--- src/hdl/swctl_map.vh ---
// How it works
// Holding reset low returns the device registers to defaults.
// Reset pin idles high; pulsed low only to reset.
// After reset, device defaults follow the parallel pins.
// Pins rule until first serial access, then ignored till reset.
// Start: data falls while clock is high.
// Address 1001 plus three select bits, MSB first.
// Write direction bit is 0; device acknowledges matching address.
// Eight-bit register pointer follows, MSB first, acknowledged.
// One data byte follows, MSB first, stored and acknowledged.
// Stop: data rises while clock high; bus released, device idles.
// Repeated start may replace stop; address decoded afresh.
// Read: pointer write, repeated start, same address, direction 1.
// Device returns eight register bits MSB first.
// Master acknowledges read byte, then stop or repeated start.
// Pointer kept across repeated start for pointerless reads.
// Serial write takes effect after delay from last data bit fall.
// Parallel change starts delay at the pin transition.
// Writes inside open window replace pending values, no restart.
// Write after window closes applies at once, opens new window.
// Parallel pins set parallel register values while active.
// After channel pin change, controller pulses reset low.
// Update delays are configurable cycle-count parameters; the device model's UPD_NS gives its delay in ns, not cycles.
`ifndef SWCTL_MAP_VH
`define SWCTL_MAP_VH
`define SWCTL_ADDR_HIGH      4'h9
`define SWCTL_DIR_WRITE      1'b0
`define SWCTL_DIR_READ       1'b1
`define SWCTL_CLK_NS         8
`define SWCTL_SCL_PERIOD_NS  10000
`define SWCTL_SCL_QUARTER    ((`SWCTL_SCL_PERIOD_NS / 4) / `SWCTL_CLK_NS)
`define SWCTL_RST_PULSE_NS   1000
`define SWCTL_RST_CYCLES     ((`SWCTL_RST_PULSE_NS + `SWCTL_CLK_NS - 1) / `SWCTL_CLK_NS)
`define SWCTL_REG_CMD        4'h0
`define SWCTL_REG_STATUS     4'h1
`define SWCTL_REG_RDATA      4'h2
`define SWCTL_REG_PINS       4'h3
`define SWCTL_CMD_GO         0
`define SWCTL_CMD_READ       1
`define SWCTL_CMD_NOPTR      2
`define SWCTL_CMD_RSTART     3
`define SWCTL_CMD_RESET      4
`define SWCTL_ST_BUSY        0
`define SWCTL_ST_NACK        1
`define SWCTL_ST_SERIAL      2
`define SWCTL_PINS_RESET     8'h80
`endif

--- src/hdl/swctl_sync.v ---
`timescale 1ns/10ps
`default_nettype none
module swctl_sync #(
    parameter WIDTH = 1
) (
    // Clock and reset.
    input  wire             clk_in,
    input  wire             reset_n_in,
    // Asynchronous in, synchronous out.
    input  wire [WIDTH-1:0] async_in,
    output wire [WIDTH-1:0] sync_out
);
    reg [WIDTH-1:0] stage1_reg;
    reg [WIDTH-1:0] stage2_reg;

    always @(posedge clk_in or negedge reset_n_in) begin
        if (!reset_n_in) begin
            stage1_reg <= {WIDTH{1'b1}};
            stage2_reg <= {WIDTH{1'b1}};
        end else begin
            stage1_reg <= async_in;
            stage2_reg <= stage1_reg;
        end
    end

    assign sync_out = stage2_reg;
endmodule // swctl_sync
`default_nettype wire

--- src/hdl/swctl_rstgen.v ---
`timescale 1ns/10ps
`default_nettype none
`include "swctl_map.vh"
module swctl_rstgen #(
    parameter CYCLES = `SWCTL_RST_CYCLES
) (
    // Clock and reset.
    input  wire clk_in,
    input  wire reset_n_in,
    // Request and pin.
    input  wire start_in,
    output wire busy_out,
    output reg  dev_reset_n_out
);
    reg [15:0] count_reg;

    // The pin idles high and is only pulled low on request.
    always @(posedge clk_in or negedge reset_n_in) begin
        if (!reset_n_in) begin
            count_reg       <= 16'h0000;
            dev_reset_n_out <= 1'b1;
        end else if (start_in && count_reg == 16'h0000) begin
            count_reg       <= CYCLES[15:0];
            dev_reset_n_out <= 1'b0;
        end else if (count_reg != 16'h0000) begin
            count_reg       <= count_reg - 16'h0001;
            dev_reset_n_out <= (count_reg == 16'h0001);
        end
    end

    assign busy_out = (count_reg != 16'h0000);
endmodule // swctl_rstgen
`default_nettype wire

--- src/hdl/swctl_host.v ---
// Chosen here: the plain strobed port and the address map.
`timescale 1ns/10ps
`default_nettype none
`include "swctl_map.vh"
module swctl_host #(
    parameter QUARTER    = `SWCTL_SCL_QUARTER,
    parameter RST_CYCLES = `SWCTL_RST_CYCLES
) (
    // Clock and reset.
    input  wire       clk_in,
    input  wire       reset_n_in,
    // Software port.
    input  wire [3:0] addr_in,
    input  wire [7:0] wdata_in,
    input  wire       wr_in,
    input  wire       rd_in,
    output reg  [7:0] rdata_out,
    // Serial bus.
    input  wire       scl_in,
    output wire       scl_out,
    output wire       scl_oe_out,
    input  wire       sda_in,
    output wire       sda_out,
    output wire       sda_oe_out,
    // Device straps and parallel pins.
    output reg  [2:0] slave_addr_select_out,
    output reg        parallel_output_enable_pin_out,
    output reg  [1:0] parallel_channel_select_pins_out,
    output reg        parallel_equalizer_level_pin_out,
    output reg  [1:0] parallel_preemphasis_pins_out,
    output reg        parallel_output_termination_pin_out,
    output reg        parallel_output_current_pin_out,
    output wire       dev_reset_n_out
);
    ////////////////////////////////////////////////////////////////////
    localparam S_IDLE  = 10'h001;
    localparam S_START = 10'h002;
    localparam S_BYTE  = 10'h004;
    localparam S_ACK   = 10'h008;
    localparam S_RBYTE = 10'h010;
    localparam S_MACK  = 10'h020;
    localparam S_STOP  = 10'h040;
    localparam S_RSTRT = 10'h080;
    localparam S_DONE  = 10'h100;
    localparam S_RSETW = 10'h200;

    reg [9:0]  state_reg;
    reg [15:0] tick_reg;
    reg [1:0]  phase_reg;
    reg [2:0]  bit_reg;
    reg [1:0]  byte_reg;
    reg [7:0]  shift_reg;
    reg        scl_low_reg;
    reg        sda_low_reg;
    reg [7:0]  ptr_reg;
    reg [7:0]  data_reg;
    reg        read_reg;
    reg        noptr_reg;
    reg        rstart_reg;
    reg        in_read_reg;
    reg        nack_reg;
    reg        serial_used_reg;
    reg [7:0]  rbyte_reg;
    reg [7:0]  pins_reg;
    reg        rst_req_reg;
    wire       scl_s;
    wire       sda_s;
    wire       rst_busy;
    wire       tick;
    wire [6:0] slave_addr;

    swctl_sync #(
        .WIDTH (2)
    ) u_sync (
        .clk_in     (clk_in),
        .reset_n_in (reset_n_in),
        .async_in   ({scl_in, sda_in}),
        .sync_out   ({scl_s, sda_s})
    );

    swctl_rstgen #(
        .CYCLES (RST_CYCLES)
    ) u_rst (
        .clk_in          (clk_in),
        .reset_n_in      (reset_n_in),
        .start_in        (rst_req_reg),
        .busy_out        (rst_busy),
        .dev_reset_n_out (dev_reset_n_out)
    );

    // Open drain: we only ever pull low, the pull-up raises the line.
    assign scl_out    = 1'b0;
    assign scl_oe_out = scl_low_reg;
    assign sda_out    = 1'b0;
    assign sda_oe_out = sda_low_reg;

    assign slave_addr = {`SWCTL_ADDR_HIGH, slave_addr_select_out};
    // A stretched clock holds the high quarter until the line really rises.
    assign tick = (tick_reg == 16'h0000) && !(phase_reg == 2'd2 && !scl_s);

    ////////////////////////////////////////////////////////////////////
    // Software registers. Pin changes land on the pins directly; the
    // device starts its own update delay on each pin edge.
    always @(posedge clk_in or negedge reset_n_in) begin
        if (!reset_n_in) begin
            pins_reg    <= `SWCTL_PINS_RESET;
            rst_req_reg <= 1'b0;
            rdata_out   <= 8'h00;
        end else begin
            rst_req_reg <= 1'b0;
            if (wr_in && addr_in == `SWCTL_REG_PINS) begin
                pins_reg <= wdata_in;
                // Channel select is only taken after a device reset.
                if (wdata_in[6:5] != pins_reg[6:5])
                    rst_req_reg <= 1'b1;
            end else if (wr_in && addr_in == `SWCTL_REG_STATUS
                         && wdata_in[`SWCTL_CMD_RESET]) begin
                rst_req_reg <= 1'b1;
            end
            if (rd_in) begin
                if (addr_in == `SWCTL_REG_STATUS)
                    rdata_out <= {5'h00, serial_used_reg, nack_reg,
                                  state_reg != S_IDLE || rst_busy};
                else if (addr_in == `SWCTL_REG_RDATA)
                    rdata_out <= rbyte_reg;
                else if (addr_in == `SWCTL_REG_PINS)
                    rdata_out <= pins_reg;
                else if (addr_in == `SWCTL_REG_CMD)
                    rdata_out <= ptr_reg;
                else
                    rdata_out <= 8'h00;
            end
        end
    end

    always @(posedge clk_in or negedge reset_n_in) begin
        if (!reset_n_in) begin
            slave_addr_select_out               <= 3'h0;
            parallel_output_enable_pin_out      <= 1'b1;
            parallel_channel_select_pins_out    <= 2'h0;
            parallel_equalizer_level_pin_out    <= 1'b0;
            parallel_preemphasis_pins_out       <= 2'h0;
            parallel_output_termination_pin_out <= 1'b0;
            parallel_output_current_pin_out     <= 1'b0;
        end else begin
            slave_addr_select_out               <= pins_reg[2:0];
            parallel_output_enable_pin_out      <= pins_reg[7];
            parallel_channel_select_pins_out    <= pins_reg[6:5];
            parallel_equalizer_level_pin_out    <= pins_reg[4];
            parallel_preemphasis_pins_out       <= {pins_reg[3], 1'b0};
            parallel_output_termination_pin_out <= 1'b0;
            parallel_output_current_pin_out     <= 1'b0;
        end
    end

    ////////////////////////////////////////////////////////////////////
    // Transaction engine. Each bit is four quarters: low, rise, high, fall.
    always @(posedge clk_in or negedge reset_n_in) begin
        if (!reset_n_in) begin
            state_reg       <= S_IDLE;
            tick_reg        <= 16'h0000;
            phase_reg       <= 2'd0;
            bit_reg         <= 3'd0;
            byte_reg        <= 2'd0;
            shift_reg       <= 8'h00;
            scl_low_reg     <= 1'b0;
            sda_low_reg     <= 1'b0;
            ptr_reg         <= 8'h00;
            data_reg        <= 8'h00;
            read_reg        <= 1'b0;
            noptr_reg       <= 1'b0;
            rstart_reg      <= 1'b0;
            in_read_reg     <= 1'b0;
            nack_reg        <= 1'b0;
            serial_used_reg <= 1'b0;
            rbyte_reg       <= 8'h00;
        end else begin
            if (tick_reg != 16'h0000)
                tick_reg <= tick_reg - 16'h0001;
            else if (tick)
                tick_reg <= QUARTER[15:0];
            if (rst_req_reg)
                serial_used_reg <= 1'b0;
            if (wr_in && addr_in == `SWCTL_REG_CMD && state_reg == S_IDLE) begin
                ptr_reg <= wdata_in;
            end
            case (state_reg)
            S_IDLE: begin
                if (wr_in && addr_in == `SWCTL_REG_RDATA)
                    data_reg <= wdata_in;
                if (wr_in && addr_in == `SWCTL_REG_STATUS && !rst_busy
                    && wdata_in[`SWCTL_CMD_GO]) begin
                    read_reg    <= wdata_in[`SWCTL_CMD_READ];
                    noptr_reg   <= wdata_in[`SWCTL_CMD_NOPTR];
                    rstart_reg  <= wdata_in[`SWCTL_CMD_RSTART];
                    nack_reg    <= 1'b0;
                    in_read_reg <= 1'b0;
                    phase_reg   <= 2'd0;
                    state_reg   <= S_START;
                end
            end
            S_START: if (tick) begin
                // Data falls with the clock high, then the clock falls.
                phase_reg <= phase_reg + 2'd1;
                if (phase_reg == 2'd0) begin
                    sda_low_reg <= 1'b1;
                end else if (phase_reg == 2'd1) begin
                    scl_low_reg <= 1'b1;
                    bit_reg     <= 3'd7;
                    byte_reg    <= 2'd0;
                    phase_reg   <= 2'd0;
                    // Read without pointer goes straight to the read
                    // address; the device keeps its pointer.
                    in_read_reg <= read_reg && noptr_reg;
                    shift_reg   <= {slave_addr, (read_reg && noptr_reg)
                                    ? `SWCTL_DIR_READ : `SWCTL_DIR_WRITE};
                    state_reg   <= S_BYTE;
                    serial_used_reg <= 1'b1;
                end
            end
            S_BYTE: if (tick) begin
                // MSB first on every byte.
                phase_reg <= phase_reg + 2'd1;
                if (phase_reg == 2'd0)
                    sda_low_reg <= !shift_reg[7];
                else if (phase_reg == 2'd1)
                    scl_low_reg <= 1'b0;
                else if (phase_reg == 2'd3) begin
                    scl_low_reg <= 1'b1; // Delay starts here for data.
                    shift_reg   <= {shift_reg[6:0], 1'b0};
                    bit_reg     <= bit_reg - 3'd1;
                    if (bit_reg == 3'd0)
                        state_reg <= S_ACK;
                end
            end
            S_ACK: if (tick) begin
                phase_reg <= phase_reg + 2'd1;
                if (phase_reg == 2'd0)
                    sda_low_reg <= 1'b0;
                else if (phase_reg == 2'd1)
                    scl_low_reg <= 1'b0;
                else if (phase_reg == 2'd2)
                    nack_reg <= sda_s;
                else begin
                    scl_low_reg <= 1'b1;
                    bit_reg     <= 3'd7;
                    byte_reg    <= byte_reg + 2'd1;
                    if (nack_reg)
                        state_reg <= S_STOP;
                    else if (in_read_reg)
                        state_reg <= S_RBYTE;
                    else if (byte_reg == 2'd0) begin
                        shift_reg <= ptr_reg;
                        state_reg <= S_BYTE;
                    end else if (byte_reg == 2'd1 && !read_reg) begin
                        shift_reg <= data_reg;
                        state_reg <= S_BYTE;
                    end else if (byte_reg == 2'd1) begin
                        in_read_reg <= 1'b1;
                        state_reg   <= S_RSTRT;
                    end else
                        state_reg <= rstart_reg ? S_RSTRT : S_STOP;
                end
            end
            S_RBYTE: if (tick) begin
                phase_reg <= phase_reg + 2'd1;
                if (phase_reg == 2'd0)
                    sda_low_reg <= 1'b0;
                else if (phase_reg == 2'd1)
                    scl_low_reg <= 1'b0;
                else if (phase_reg == 2'd2)
                    shift_reg <= {shift_reg[6:0], sda_s};
                else begin
                    scl_low_reg <= 1'b1;
                    bit_reg     <= bit_reg - 3'd1;
                    if (bit_reg == 3'd0)
                        state_reg <= S_MACK;
                end
            end
            S_MACK: if (tick) begin
                // Acknowledge the byte, then stop or repeated start.
                phase_reg <= phase_reg + 2'd1;
                if (phase_reg == 2'd0) begin
                    sda_low_reg <= 1'b1;
                    rbyte_reg   <= shift_reg;
                end else if (phase_reg == 2'd1)
                    scl_low_reg <= 1'b0;
                else if (phase_reg == 2'd3) begin
                    scl_low_reg <= 1'b1;
                    state_reg   <= rstart_reg ? S_RSTRT : S_STOP;
                end
            end
            S_RSTRT: if (tick) begin
                // Release data, raise clock; start again only after a read's pointer byte, else done.
                phase_reg <= phase_reg + 2'd1;
                if (phase_reg == 2'd0)
                    sda_low_reg <= 1'b0;
                else if (phase_reg == 2'd1) begin
                    scl_low_reg <= 1'b0;
                    phase_reg   <= 2'd0;
                    if (in_read_reg && byte_reg == 2'd2) begin
                        noptr_reg <= 1'b1;
                        state_reg <= S_START;
                    end else
                        state_reg <= S_DONE;
                end
            end
            S_STOP: if (tick) begin
                // Data rises while the clock is high.
                phase_reg <= phase_reg + 2'd1;
                if (phase_reg == 2'd0)
                    sda_low_reg <= 1'b1;
                else if (phase_reg == 2'd1)
                    scl_low_reg <= 1'b0;
                else if (phase_reg == 2'd2) begin
                    sda_low_reg <= 1'b0;
                    state_reg   <= S_DONE;
                end
            end
            S_DONE: begin
                phase_reg <= 2'd0;
                state_reg <= S_RSETW;
            end
            S_RSETW: state_reg <= S_IDLE;
            default: state_reg <= S_IDLE;
            endcase
        end
    end
endmodule // swctl_host
`default_nettype wire

--- config.mk ---
export PLATFORM = sky130hd
export DESIGN_NAME = swctl_host
export DESIGN_NICKNAME = d
export VERILOG_FILES = /design/src/hdl/swctl_sync.v /design/src/hdl/swctl_rstgen.v /design/src/hdl/swctl_host.v
export VERILOG_INCLUDE_DIRS = /design/src /design/src/hdl
export SDC_FILE = /design/constraint.sdc
export NUM_CORES = 1
export LEC_CHECK = 0
export BUFFER_PORTS_ARGS = -buffer_cell sky130_fd_sc_hd__buf_2
export CORE_ASPECT_RATIO = 0.9
export CORE_MARGIN = 2
export CORE_UTILIZATION = 25
export DETAILED_ROUTE_END_ITERATION = 8
export SYNTH_ARGS = -nofsm -noshare
export SYNTH_HDL_FRONTEND = slang
export SYNTH_SLANG_ARGS = --single-unit
--- constraint.sdc ---
create_clock -name clk_in -period 5.2 [get_ports clk_in]
set_input_delay 0.52 -clock clk_in [delete_from_list [all_inputs] [get_ports clk_in]]
set_output_delay 0.52 -clock clk_in [all_outputs]
set_load 0.02 [all_outputs]
# ---- Word-level counts from Yosys, hierarchy flattened
# Cells that the tools add are included.
dict set report op_classes {
  n_addsub 5
  eq_ne 73
  mux 157
  reduce_logical 58
}
# cell count
set op_table {}
lappend op_table {{two-way mux 10 bit} 29}
lappend op_table {{two-way mux 8 bit} 29}
lappend op_table {{one-hot mux 10 bit (9 select lines)} 1}
lappend op_table {{!= test 2 bit (second input constant)} 37}
lappend op_table {{two-way mux 16 bit} 4}
lappend op_table {{two-way mux 1 bit} 57}
lappend op_table {{two-way mux 3 bit} 15}
lappend op_table {{logical NOT 16 bit} 2}
lappend op_table {{one-hot mux 8 bit (4 select lines)} 1}
lappend op_table {{nonzero test 16 bit} 2}
lappend op_table {{subtractor 16 x 1 -> 16 bit (second input constant)} 2}
lappend op_table {{AND reduction 29 bit} 1}
lappend op_table {{two-way mux 2 bit} 12}
lappend op_table {{!= test 2 x 1 -> 1 bit (second input constant)} 11}
lappend op_table {{AND reduction 10 bit} 2}
lappend op_table {{AND reduction 19 bit} 1}
lappend op_table {{== test 16 x 1 -> 1 bit (second input constant)} 1}
lappend op_table {{AND reduction 16 bit} 1}
lappend op_table {{nonzero test 4 bit} 4}
lappend op_table {{logical AND 1 bit} 14}
lappend op_table {{AND reduction 13 bit} 1}
lappend op_table {{!= test 3 bit (second input constant)} 4}
lappend op_table {{one-hot mux 3 bit (4 select lines)} 1}
lappend op_table {{AND reduction 6 bit} 2}
lappend op_table {{38 further kinds} 59}
dict set report totals {
  register_bits 119
  input_bits 18
  out_inout_bits 24
}

# ---- Depth between registers and ports, before layout
# Gate-level depths: netlist of run 1.
dict set report logic_depth {
  word_depth 11
  ltp_mapped 9
}

# ---- Modules after synthesis
# A second synthesis of run 1 with hierarchy kept.
dict set report unflattened {
  hier_cells 592
  area_unflattened_um2 6377.4
}
# module instances cells_per_inst area_per_inst_um2 seq_area_each_um2
set by_module_without_submodules {}
lappend by_module_without_submodules {swctl_host 1 506 5401.4 2456.1}
lappend by_module_without_submodules {swctl_rstgen 1 82 870.8 426.7}
lappend by_module_without_submodules {swctl_sync 1 4 105.1 105.1}

# ---- Worst setup path before layout of run 1
# No wires, ideal clock.
dict set report synth_path {
  kind {reg-to-reg}
  start {reg state_reg[1]}
  end {reg shift_reg[0]}
  setup_ns 0.125
  arrival_ns 2.396
  required_ns 5.075
  setup_slack_ns 2.680
  path_stages_with_launch 9
  n_path_buf 2
  cell_sequence {dfrtp_1 > buf_6 > or3_4 > or2_1 > buf_2 > a21oi_4 > o22ai_2 > a2111oi_4 > mux2_2}
}
dict set report synth_via {
  elab_chain_cells 3
  word_cells_on_any_way 25
}
# item line
set synth_rtl {}
lappend synth_rtl {{start, declared} swctl_host.v:47} ;# reg [9:0] state_reg;
lappend synth_rtl {{start signal, assigned} swctl_host.v:262} ;# state_reg <= rstart_reg ? S_RSTRT : S_STOP;
lappend synth_rtl {{start signal, assigned} swctl_host.v:290} ;# state_reg <= rstart_reg ? S_RSTRT : S_STOP;
lappend synth_rtl {{== test 10 x 4 -> 1 bit (tied with other cells)} swctl_host.v:187} ;# case (state_reg)
lappend synth_rtl {{!= test 3 bit (no source line) (tied with other cells)} --}
lappend synth_rtl {{AND reduction 19 bit (no source line)} --}
lappend synth_rtl {{end signal, assigned} swctl_host.v:215} ;# shift_reg <= {slave_addr, (read_reg && noptr_reg)
lappend synth_rtl {{end signal, assigned} swctl_host.v:230} ;# shift_reg <= {shift_reg[6:0], 1'b0};
lappend synth_rtl {{end signal, assigned} swctl_host.v:253} ;# shift_reg <= ptr_reg;
lappend synth_rtl {{end, declared} swctl_host.v:52} ;# reg [7:0] shift_reg;
# Parallel ways exist; a longest one is shown, timed or not.
# A chain may end at the register's enable or synchronous reset.

# ---- Final worst setup path of run 1
dict set report layout_path {
  start {reg state_reg[2]}
  end {reg state_reg[2]}
}
dict set report layout_via {
  elab_chain_cells 3
  word_cells_on_any_way 40
}
# item line
set layout_rtl {}
lappend layout_rtl {{== test 10 x 3 -> 1 bit (tied with other cells)} swctl_host.v:187}
lappend layout_rtl {{!= test 2 bit (no source line) or != test 2 x 1 -> 1 bit (tied branches)} --}
lappend layout_rtl {{AND reduction 29 bit (no source line)} --}
# Parallel ways exist; a longest one is shown, timed or not.

==> load_flow_metrics.sql, run 1 <==
INSERT INTO impl_metrics (metric_group, metric, value, unit) VALUES
('logic_synthesis', 'synth_async_sr_flop_share', '100', '%'),
('drt', 'via_count', '4714', ''),
('final_layout', 'area_delta_synth_final', '17.6', '%'),
('global_routing', 'grt_first_pass_wirelength', '24.9', 'mm'),
('timing', 'finalSetupViolCount', '0', ''),
('final_layout', 'layout.cells.most_common_list', 'dfrtp_1, mux2_2, nand2_1', ''),
('clocking', 'cts_made_buffers', '17', ''),
('timing', 'max_slew_margin', '35.6', '%'),
('timing', 'tightestPinTransition', '958', 'ps'),
('drt', 'avgRoutedWirePerCell', '15.2', 'um'),
('timing', 'final.setup_skew', '9.90', 'ps'),
('timing', 'grt_setup_unrepaired', 'false', ''),
('timing', 'report.final.slew_viol_count', '0', ''),
('floorplanning', 'vertical_die_dimension', '156', 'um'),
('logic_synthesis', 'syn_area_per_cell', '10.6', 'um2'),
('clocking', 'cts.htree.levels', '4', ''),
('clocking', 'clockRootBuffer', 'clkbuf_16', ''),
('pwr', 'ir_worst_vdd', '0.194', 'mV'),
('placed_design', 'postPlaceCellArea', '0.00692', 'mm2'),
('clocking', 'clk_path_buf_depth', '2', ''),
('job', 'max_cap_violations', '0', ''),
('floorplanning', 'core_area', '0.0251', 'mm2'),
('worst_setup_path', 'crit_family', 'simple AND/OR/NAND/NOR gates', ''),
('worst_setup_path', 'startpoint_of_the_worst_setup_timing_path', 'state_reg[2]$_DFFE_PN0P_', ''),
('final_layout', 'final_core_utilization', '29.9', '%'),
('logic_synthesis', 'synth-edff-count', '0', ''),
('timing', 'timing.hold.ws', '193', 'ps'),
('drt', 'routed_wirelength', '15.1', 'mm'),
('drt', 'post_drt_via_cell_ratio', '4.75', ''),
('logic_synthesis', 'ys_seq_area_share', '46.7', '%'),
('final_layout', 'fillCellCount', '2590', ''),
('final_layout', 'layout.cells.most_common', 'dfrtp_1', ''),
('logic_synthesis', 'synth_top_family_by_area', 'simple AND/OR/NAND/NOR gates', ''),
('min_path', 'worstHoldPathType', 'input port to flip-flop', ''),
('floorplanning', 'pin_count', '42', ''),
('pwr', 'power.static_leakage', '0.00327', 'uW'),
('logic_synthesis', 'ys.flop_type', 'dfrtp_1', ''),
('worst_setup_path', 'path_cells', 'nor4_1, nand4_1, a21oi_1, a211oi_1, nand4_1, mux2_2', ''),
('worst_setup_path', 'start_kind', 'flip-flop', ''),
('worst_setup_path', 'crit_type', 'flip-flop to flip-flop', ''),
('outcome', 'run_status', 'finished clean', ''),
('logic_synthesis', 'synthDistinctLibCells', '71', ''),
('global_routing', 'globalRoute.totalOverflow', '0', ''),
('timing', 'timing.setup.tns', '0', 'ps'),
('logic_synthesis', 'synthesized_area', '0.00639', 'mm2'),
('worst_setup_path', 'critical_path_required_time', '5500', 'ps'),
('final_layout', 'share_of_cells_above_drive_strength_1', '24.9', '%'),
('final_layout', 'final_cell_area', '0.00751', 'mm2'),
('worst_setup_path', 'path_common_cell', 'nand4_1', ''),
('logic_synthesis', 'syn-instance-count', '601', ''),
('logic_synthesis', 'synthXorXnorAreaFrac', '3.84', '%'),
('worst_setup_path', 'worst-path-buf-inv', '0', ''),
('floorplanning', 'die-width', '173', 'um'),
('worst_setup_path', 'worst_r2r_startpoint', 'state_reg[2]$_DFFE_PN0P_', ''),
('min_path', 'min_from', 'sda_in', ''),
('global_routing', 'track_usage', '11.6', '%'),
('clocking', 'tritoncts', 'done', ''),
('pwr', 'power_density', '385', 'mW/mm2'),
('placed_design', 'place.gp.congestion', '0.953', ''),
('drt', 'detail_route.iter0.violations', '395', ''),
('timing', 'layout_worst_path_cycle_share', '59.8', '%'),
('logic_synthesis', 'yosys-mux-area-fraction', '13.5', '%'),
('placed_design', 'io_buffer_count', '36', ''),
('drt', 'route.antenna.remaining_nets', '0', ''),
('worst_setup_path', 'end_kind', 'flip-flop', ''),
('timing', 'hold_viol_final', '0', ''),
('logic_synthesis', 'synth.ff_latch_count', '119', ''),
('timing', 'max_freq', '322', 'MHz'),
('floorplanning', 'die_area', '0.0269', 'mm2'),
('clocking', 'clock_insertion_delay_at_the_later_pin_of_the_skew_report', '430', 'ps'),
('floorplanning', 'rows', '55', '');
layout make-up:
cell class	instances	area, um2	share of cell area [%]
tap	342	428	5.69
sequential	119	2990	39.8
clock buffer	17	425	5.66
clock inverter	15	159	2.11
inverter	29	109	1.45
multi-input combinational	429	3180	42.3
timing repair buffer	42	230	3.06
worst register-to-register path: stages, from the launching register on:
cell	delay, ps
dfrtp_1	540
nor4_1	770
nand4_1	490
a21oi_1	360
a211oi_1	90
nand4_1	350
mux2_2	400
synthesized netlist by cell type, types with 9 or more instances:
cell type | n | area share (%)
dfrtp_1 | 111 | 43
mux2_2 | 55 | 9.7
nand2_1 | 46 | 2.7
nor2_1 | 43 | 2.5
inv_1 | 29 | 1.7
mux2i_1 | 20 | 3.1
o21ai_0 | 18 | 1.4
nand3_1 | 17 | 1.3
a21oi_1 | 16 | 1.3
clkbuf_1 | 16 | 0.94
ha_1 | 16 | 3.1
nor3_1 | 15 | 1.2
xor2_1 | 15 | 2.1
xnor2_1 | 13 | 1.8
nor2b_1 | 10 | 0.98
o22ai_1 | 10 | 0.98
a31oi_1 | 9 | 0.88
cell families (layout without fill, tap and decap cells):
family | Yosys count | count (layout)
muxes | 77 | 77
adders and majority gates | 16 | 16
AOI/OAI and AO/OA | 97 | 97
other | 1 | 5
DFF | 119 | 119
and+or+nand+nor | 206 | 206
xor gates and xnor gates | 28 | 28
buffers and inverters | 57 | 103
what timing repair did:
action                    4_1_cts  5_1_grt
buffers inserted                0        0
hold buffers                    1        0
hold endpoints to repair       13        0
gates resized for setup         0        0
worst paths after layout:
| path | end | slack (ps) | cells after the start |
|---|---|---|---|
| worst max-delay path | state_reg[2]$_DFFE_PN0P_ | 2090 | 6 |
| max in group asynchronous | parallel_equalizer_level_pin_out$_DFF_PN0_ | 3700 | 3 |
| worst min register to register | u_sync.sync_out[1]$_DFF_PN1_ | 360 | 0 |
| min in group asynchronous | tick_reg[10]$_DFFE_PN0P_ | 520 | 2 |
| worst max register to register | state_reg[2]$_DFFE_PN0P_ | 2090 | 6 |
| worst min-delay path | u_sync.stage1_reg[0]$_DFF_PN1_ | 190 | 1 |
power by group:
group | internal [uW] | switching, uW
clock | 679 | 488
sequential | 1080 | 127
combinational | 228 | 289
through the flow:
| step | total power [uW] | setup WS, ps | cells |
|---|---|---|---|
| floorplan | 1570 | 2680 | 605 |
| global placement | 1730 | 2160 | 960 |
| global route | 3050 | 1940 | 993 |
| CTS | 2920 | 2150 | 993 |
| finish | 2890 | 2090 | 993 |
| detailed placement | 1730 | 2160 | 960 |
per-layer routing:
metal | track usage, % | up-vias | wire, um
met3 | 2.80 | 20 | 816
met4 | 4.11 | 0 | 228
met2 | 17.2 | 128 | 6670
li1 | - | 2244 | -
met5 | 0 | - | 0
met1 | 16.4 | 2322 | 7410
Power figures use the tool's default switching activity.
==> inputs of run 2 (changes only) <==
- ABC_AREA: default -> 1
- clock period: 5.2 -> 2.6 ns (I/O delays scaled with it)
==> run 2 against run 1 <==
Effect of this change:
- core utilization grew 0.078 points
- cell count rose by 33%
- die area is 6.8% higher
- critical endpoint is now shift_reg[5]$_DFFE_PN0P_
- non-clock buffer count is 6 higher
- worst hold slack got worse by 130 ps
- synthesized cell count up 50%
- global-route usage up 2.0 points
- routed wire length up 21%
- critical path type unchanged
- combinational power rose to 4.0 times the previous value
- largest cell class unchanged
- clock power is 100% higher
- power is 140% higher
- sequential power up 110%
==> load_flow_metrics.sql, run 2 <==
INSERT INTO impl_metrics (metric_group, metric, value, unit) VALUES
('outcome', 'run_status', 'finished clean', ''),
('global_routing', 'met3_usage', '2.63', '%'),
('timing', 'timing.setup.tns', '0', 'ps'),
('worst_setup_path', 'crit_path_top_delay_cell', 'dfrtp_1', ''),
('worst_setup_path', 'start_kind', 'flip-flop', ''),
('logic_synthesis', 'synthDistinctLibCells', '43', ''),
('timing', 'finalWorstPathRequiredPeriod', '2340', 'ps'),
('timing', 'report.final.slew_viol_count', '0', ''),
('global_routing', 'first_global_vias', '5732', ''),
('global_routing', 'number_of_antenna_violations_at_the_first_check_in_global_routing', '0', ''),
('clocking', 'tritoncts', 'done', ''),
('logic_synthesis', 'ys_seq_area_share', '43.7', '%'),
('logic_synthesis', 'synth.ff_latch_count', '119', ''),
('worst_setup_path', 'path_cells', 'inv_1, ha_1, inv_1, or2_1, nand3_2, inv_2, nand3_1, nor2_1, nand4_4, nand2_1, nand2_1', ''),
('clocking', 'cts_made_buffers', '17', ''),
('placed_design', 'place.gp.congestion', '0.930', ''),
('min_path', 'min_delay_worst_endpoint', 'pins_reg[1]$_DFFE_PN0P_', ''),
('logic_synthesis', 'synth_warnings', '0', ''),
('worst_setup_path', 'ff2ff_setup_slack', '260', 'ps'),
('floorplanning', 'rows', '57', ''),
('drt', 'avgRoutedWirePerCell', '13.9', 'um'),
('floorplanning', 'floorplan.initialDensity', '25.4', '%'),
('pwr', 'power.static_leakage', '0.00408', 'uW'),
('global_routing', 'track_usage', '13.6', '%'),
('logic_synthesis', 'share_of_the_synthesized_area_in_the_top_cell_type', '40.6', '%'),
('global_routing', 'grt_first_pass_wirelength', '30.6', 'mm'),
('final_layout', 'area_delta_synth_final', '18.3', '%'),
('worst_setup_path', 'critical_path_required_time', '2910', 'ps'),
('worst_setup_path', 'regToRegEndpoint', 'shift_reg[5]$_DFFE_PN0P_', ''),
('drt', 'routed_wirelength', '18.4', 'mm'),
('logic_synthesis', 'yosys-top-cells-area', 'dfrtp_1, nand2_1, inv_1', ''),
('floorplanning', 'vertical_die_dimension', '161', 'um'),
('min_path', 'timing.hold.worst_path_depth', '3', ''),
('global_routing', 'gr-max-usage-layer', 'met2', ''),
('final_layout', 'num-nets-final', '985', ''),
('logic_synthesis', 'synth_area_leader_cell', 'dfrtp_1', ''),
('logic_synthesis', 'synthesized_area', '0.00684', 'mm2'),
('global_routing', 'global_route.usage.met2', '20.2', '%'),
('timing', 'finalSetupViolCount', '0', ''),
('worst_setup_path', 'timing.reg2reg.worst_path_depth', '11', ''),
('global_routing', 'met1_usage', '19.9', '%'),
('floorplanning', 'core_area', '0.0270', 'mm2'),
('drt', 'detail_route.iter0.violations', '458', ''),
('logic_synthesis', 'syn_area_per_cell', '7.60', 'um2'),
('logic_synthesis', 'synth_async_sr_flop_share', '100', '%'),
('logic_synthesis', 'yosys.cell_count.top_type', 'nand2_1', ''),
('pwr', 'ir_worst_vdd', '0.382', 'mV'),
('final_layout', 'layout.cells.most_common', 'nand2_1', ''),
('worst_setup_path', 'cp_max_fo', '8', ''),
('pwr', 'power_density', '864', 'mW/mm2'),
('placed_design', 'place.detailed.hpwl', '14.1', 'mm'),
('clocking', 'clock_sinks', '119', ''),
('worst_setup_path', 'worst_ep_arrival_time', '2650', 'ps'),
('logic_synthesis', 'syn-instance-count', '899', ''),
('timing', 'max_freq', '427', 'MHz'),
('timing', 'grt_setup_unrepaired', 'false', ''),
('worst_setup_path', 'worst_r2r_startpoint', 'phase_reg[0]$_DFFE_PN0P_', ''),
('final_layout', 'share_of_cells_above_drive_strength_1', '15.0', '%'),
('drt', 'route.antenna.remaining_nets', '0', ''),
('min_path', 'min_from', 'wdata_in[1]', ''),
('final_layout', 'fillCellCount', '2912', ''),
('drt', 'via_count', '5974', ''),
('floorplanning', 'die_area', '0.0287', 'mm2'),
('clocking', 'cts.htree.levels', '4', ''),
('global_routing', 'globalRoute.totalOverflow', '0', ''),
('timing', 'final.setup_skew', '12.0', 'ps'),
('timing', 'hold_viol_final', '0', ''),
('drt', 'post_drt_via_cell_ratio', '4.53', ''),
('placed_design', 'io_buffer_count', '36', ''),
('logic_synthesis', 'ys.flop_type', 'dfrtp_1', ''),
('logic_synthesis', 'synth-edff-count', '0', ''),
('drt', 'firstDrtPassIters', '5', ''),
('clocking', 'clock_insertion_delay_at_the_later_pin_of_the_skew_report', '420', 'ps'),
('final_layout', 'antennaDiodeCount', '0', ''),
('floorplanning', 'pin_count', '42', ''),
('min_path', 'worstHoldPathType', 'input port to flip-flop', ''),
('drt', 'drcViolationCount', '0', ''),
('timing', 'layout_worst_path_cycle_share', '90.1', '%'),
('placed_design', 'postPlaceCellArea', '0.00745', 'mm2'),
('final_layout', 'final_cell_area', '0.00809', 'mm2'),
('clocking', 'clockRootBuffer', 'clkbuf_16', ''),
('worst_setup_path', 'crit_type', 'flip-flop to flip-flop', ''),
('global_routing', 'pin_count_of_the_biggest_net_entering_global_routing', '92', ''),
('logic_synthesis', 'synth_top_cells_by_count', 'nand2_1, inv_1, dfrtp_1, nor2_1', ''),
('worst_setup_path', 'worst_path_largest_cell_delay', '430', 'ps'),
('clocking', 'clk_path_buf_depth', '2', ''),
('worst_setup_path', 'end_kind', 'flip-flop', ''),
('final_layout', 'layout.cells.most_common_list', 'nand2_1, inv_1, dfrtp_1', ''),
('job', 'max_cap_violations', '0', ''),
('clocking', 'clkTransAtPathRegs', '60', 'ps'),
('floorplanning', 'die-width', '178', 'um');
-- run 2: changes by cell type in the layout (fill, tap and decap cells not counted), moves of 42 or more --
cell / before / now
nand2_1: 46 / 241
inv_1: 29 / 115
mux2_2: 55 / 0
nor2_1: 43 / 94
nand3_1: 17 / 60
o21ai_0: 18 / 60
-- run 2: cell families after synthesis --
kind of cell	count (synthesis)	share of synthesized area, %
xor+xnor	19	2.43
other cells	1	0.0549
fa+ha+maj	16	2.93
buf+inv	142	8.31
simple gates	493	33.7
compound gates	109	8.88
flops	119	43.7
-- run 2: how the worst max path moves through the flow --
stage                                     to                startpoint  cells past startpoint
global placement    shift_reg[5]$_DFFE_PN0P_  phase_reg[0]$_DFFE_PN0P_                     11
finish              shift_reg[5]$_DFFE_PN0P_  phase_reg[0]$_DFFE_PN0P_                     11
floorplan           state_reg[1]$_DFFE_PN0P_  phase_reg[0]$_DFFE_PN0P_                     11
CTS                 rbyte_reg[5]$_DFFE_PN0P_  phase_reg[0]$_DFFE_PN0P_                      8
detailed placement  shift_reg[0]$_DFFE_PN0P_  phase_reg[0]$_DFFE_PN0P_                     11
global route        rbyte_reg[3]$_DFFE_PN0P_  phase_reg[0]$_DFFE_PN0P_                      8
-- run 2: per-stage QoR --
stage	hold slack (ps)	setup slack, ps	utilization [%]	instances	power (uW)
CTS	46.1	272	30.0	1318	7050
global placement	220	359	27.6	1283	4600
global route	68.4	70.6	30.0	1318	7460
detailed placement	227	282	27.6	1283	4630
floorplan	-35.6	729	-	903	3990
finish	67.1	257	30.0	1318	6990
-- run 2: per-layer routing --
| layer | share of wire [%] | routed length, um |
|---|---|---|
| met5 | 0 | 0 |
| met2 | 44 | 8130 |
| met4 | 1.5 | 283 |
| met3 | 5.1 | 938 |
| met1 | 49 | 9000 |
-- run 2: power breakdown --
part | total (uW) | internal [uW] | switching [uW]
clock network | 2380 | 1470 | 911
registers | 2520 | 2220 | 295
logic | 2090 | 689 | 1400
-- run 2: worst max-delay path: cells and delay by family (launching register included) --
| family | cells | cell delay [ps] |
|---|---|---|
| fa+ha+maj | 1 | 280 |
| buf+inv | 3 | 460 |
| flops | 1 | 430 |
| simple gates | 7 | 1030 |
-- run 2: final cells by class --
type / instances / area (um2) / share of cell area, %
multi-input combinational: 642 / 3300 / 40.9
tap: 354 / 443 / 5.48
clock inverter: 13 / 143 / 1.76
timing repair buffer: 48 / 293 / 3.62
sequential: 119 / 2990 / 36.9
inverter: 123 / 463 / 5.72
clock buffer: 19 / 453 / 5.60
-- run 2: repair_timing --
| action | CTS | global route |
|---|---|---|
| endpoints found under the hold margin | 28 | 0 |
| setup endpoints to repair | 0 | 1 |
| resized for setup | 0 | 1 |
| hold buffers | 3 | 0 |
| buffers inserted | 0 | 0 |
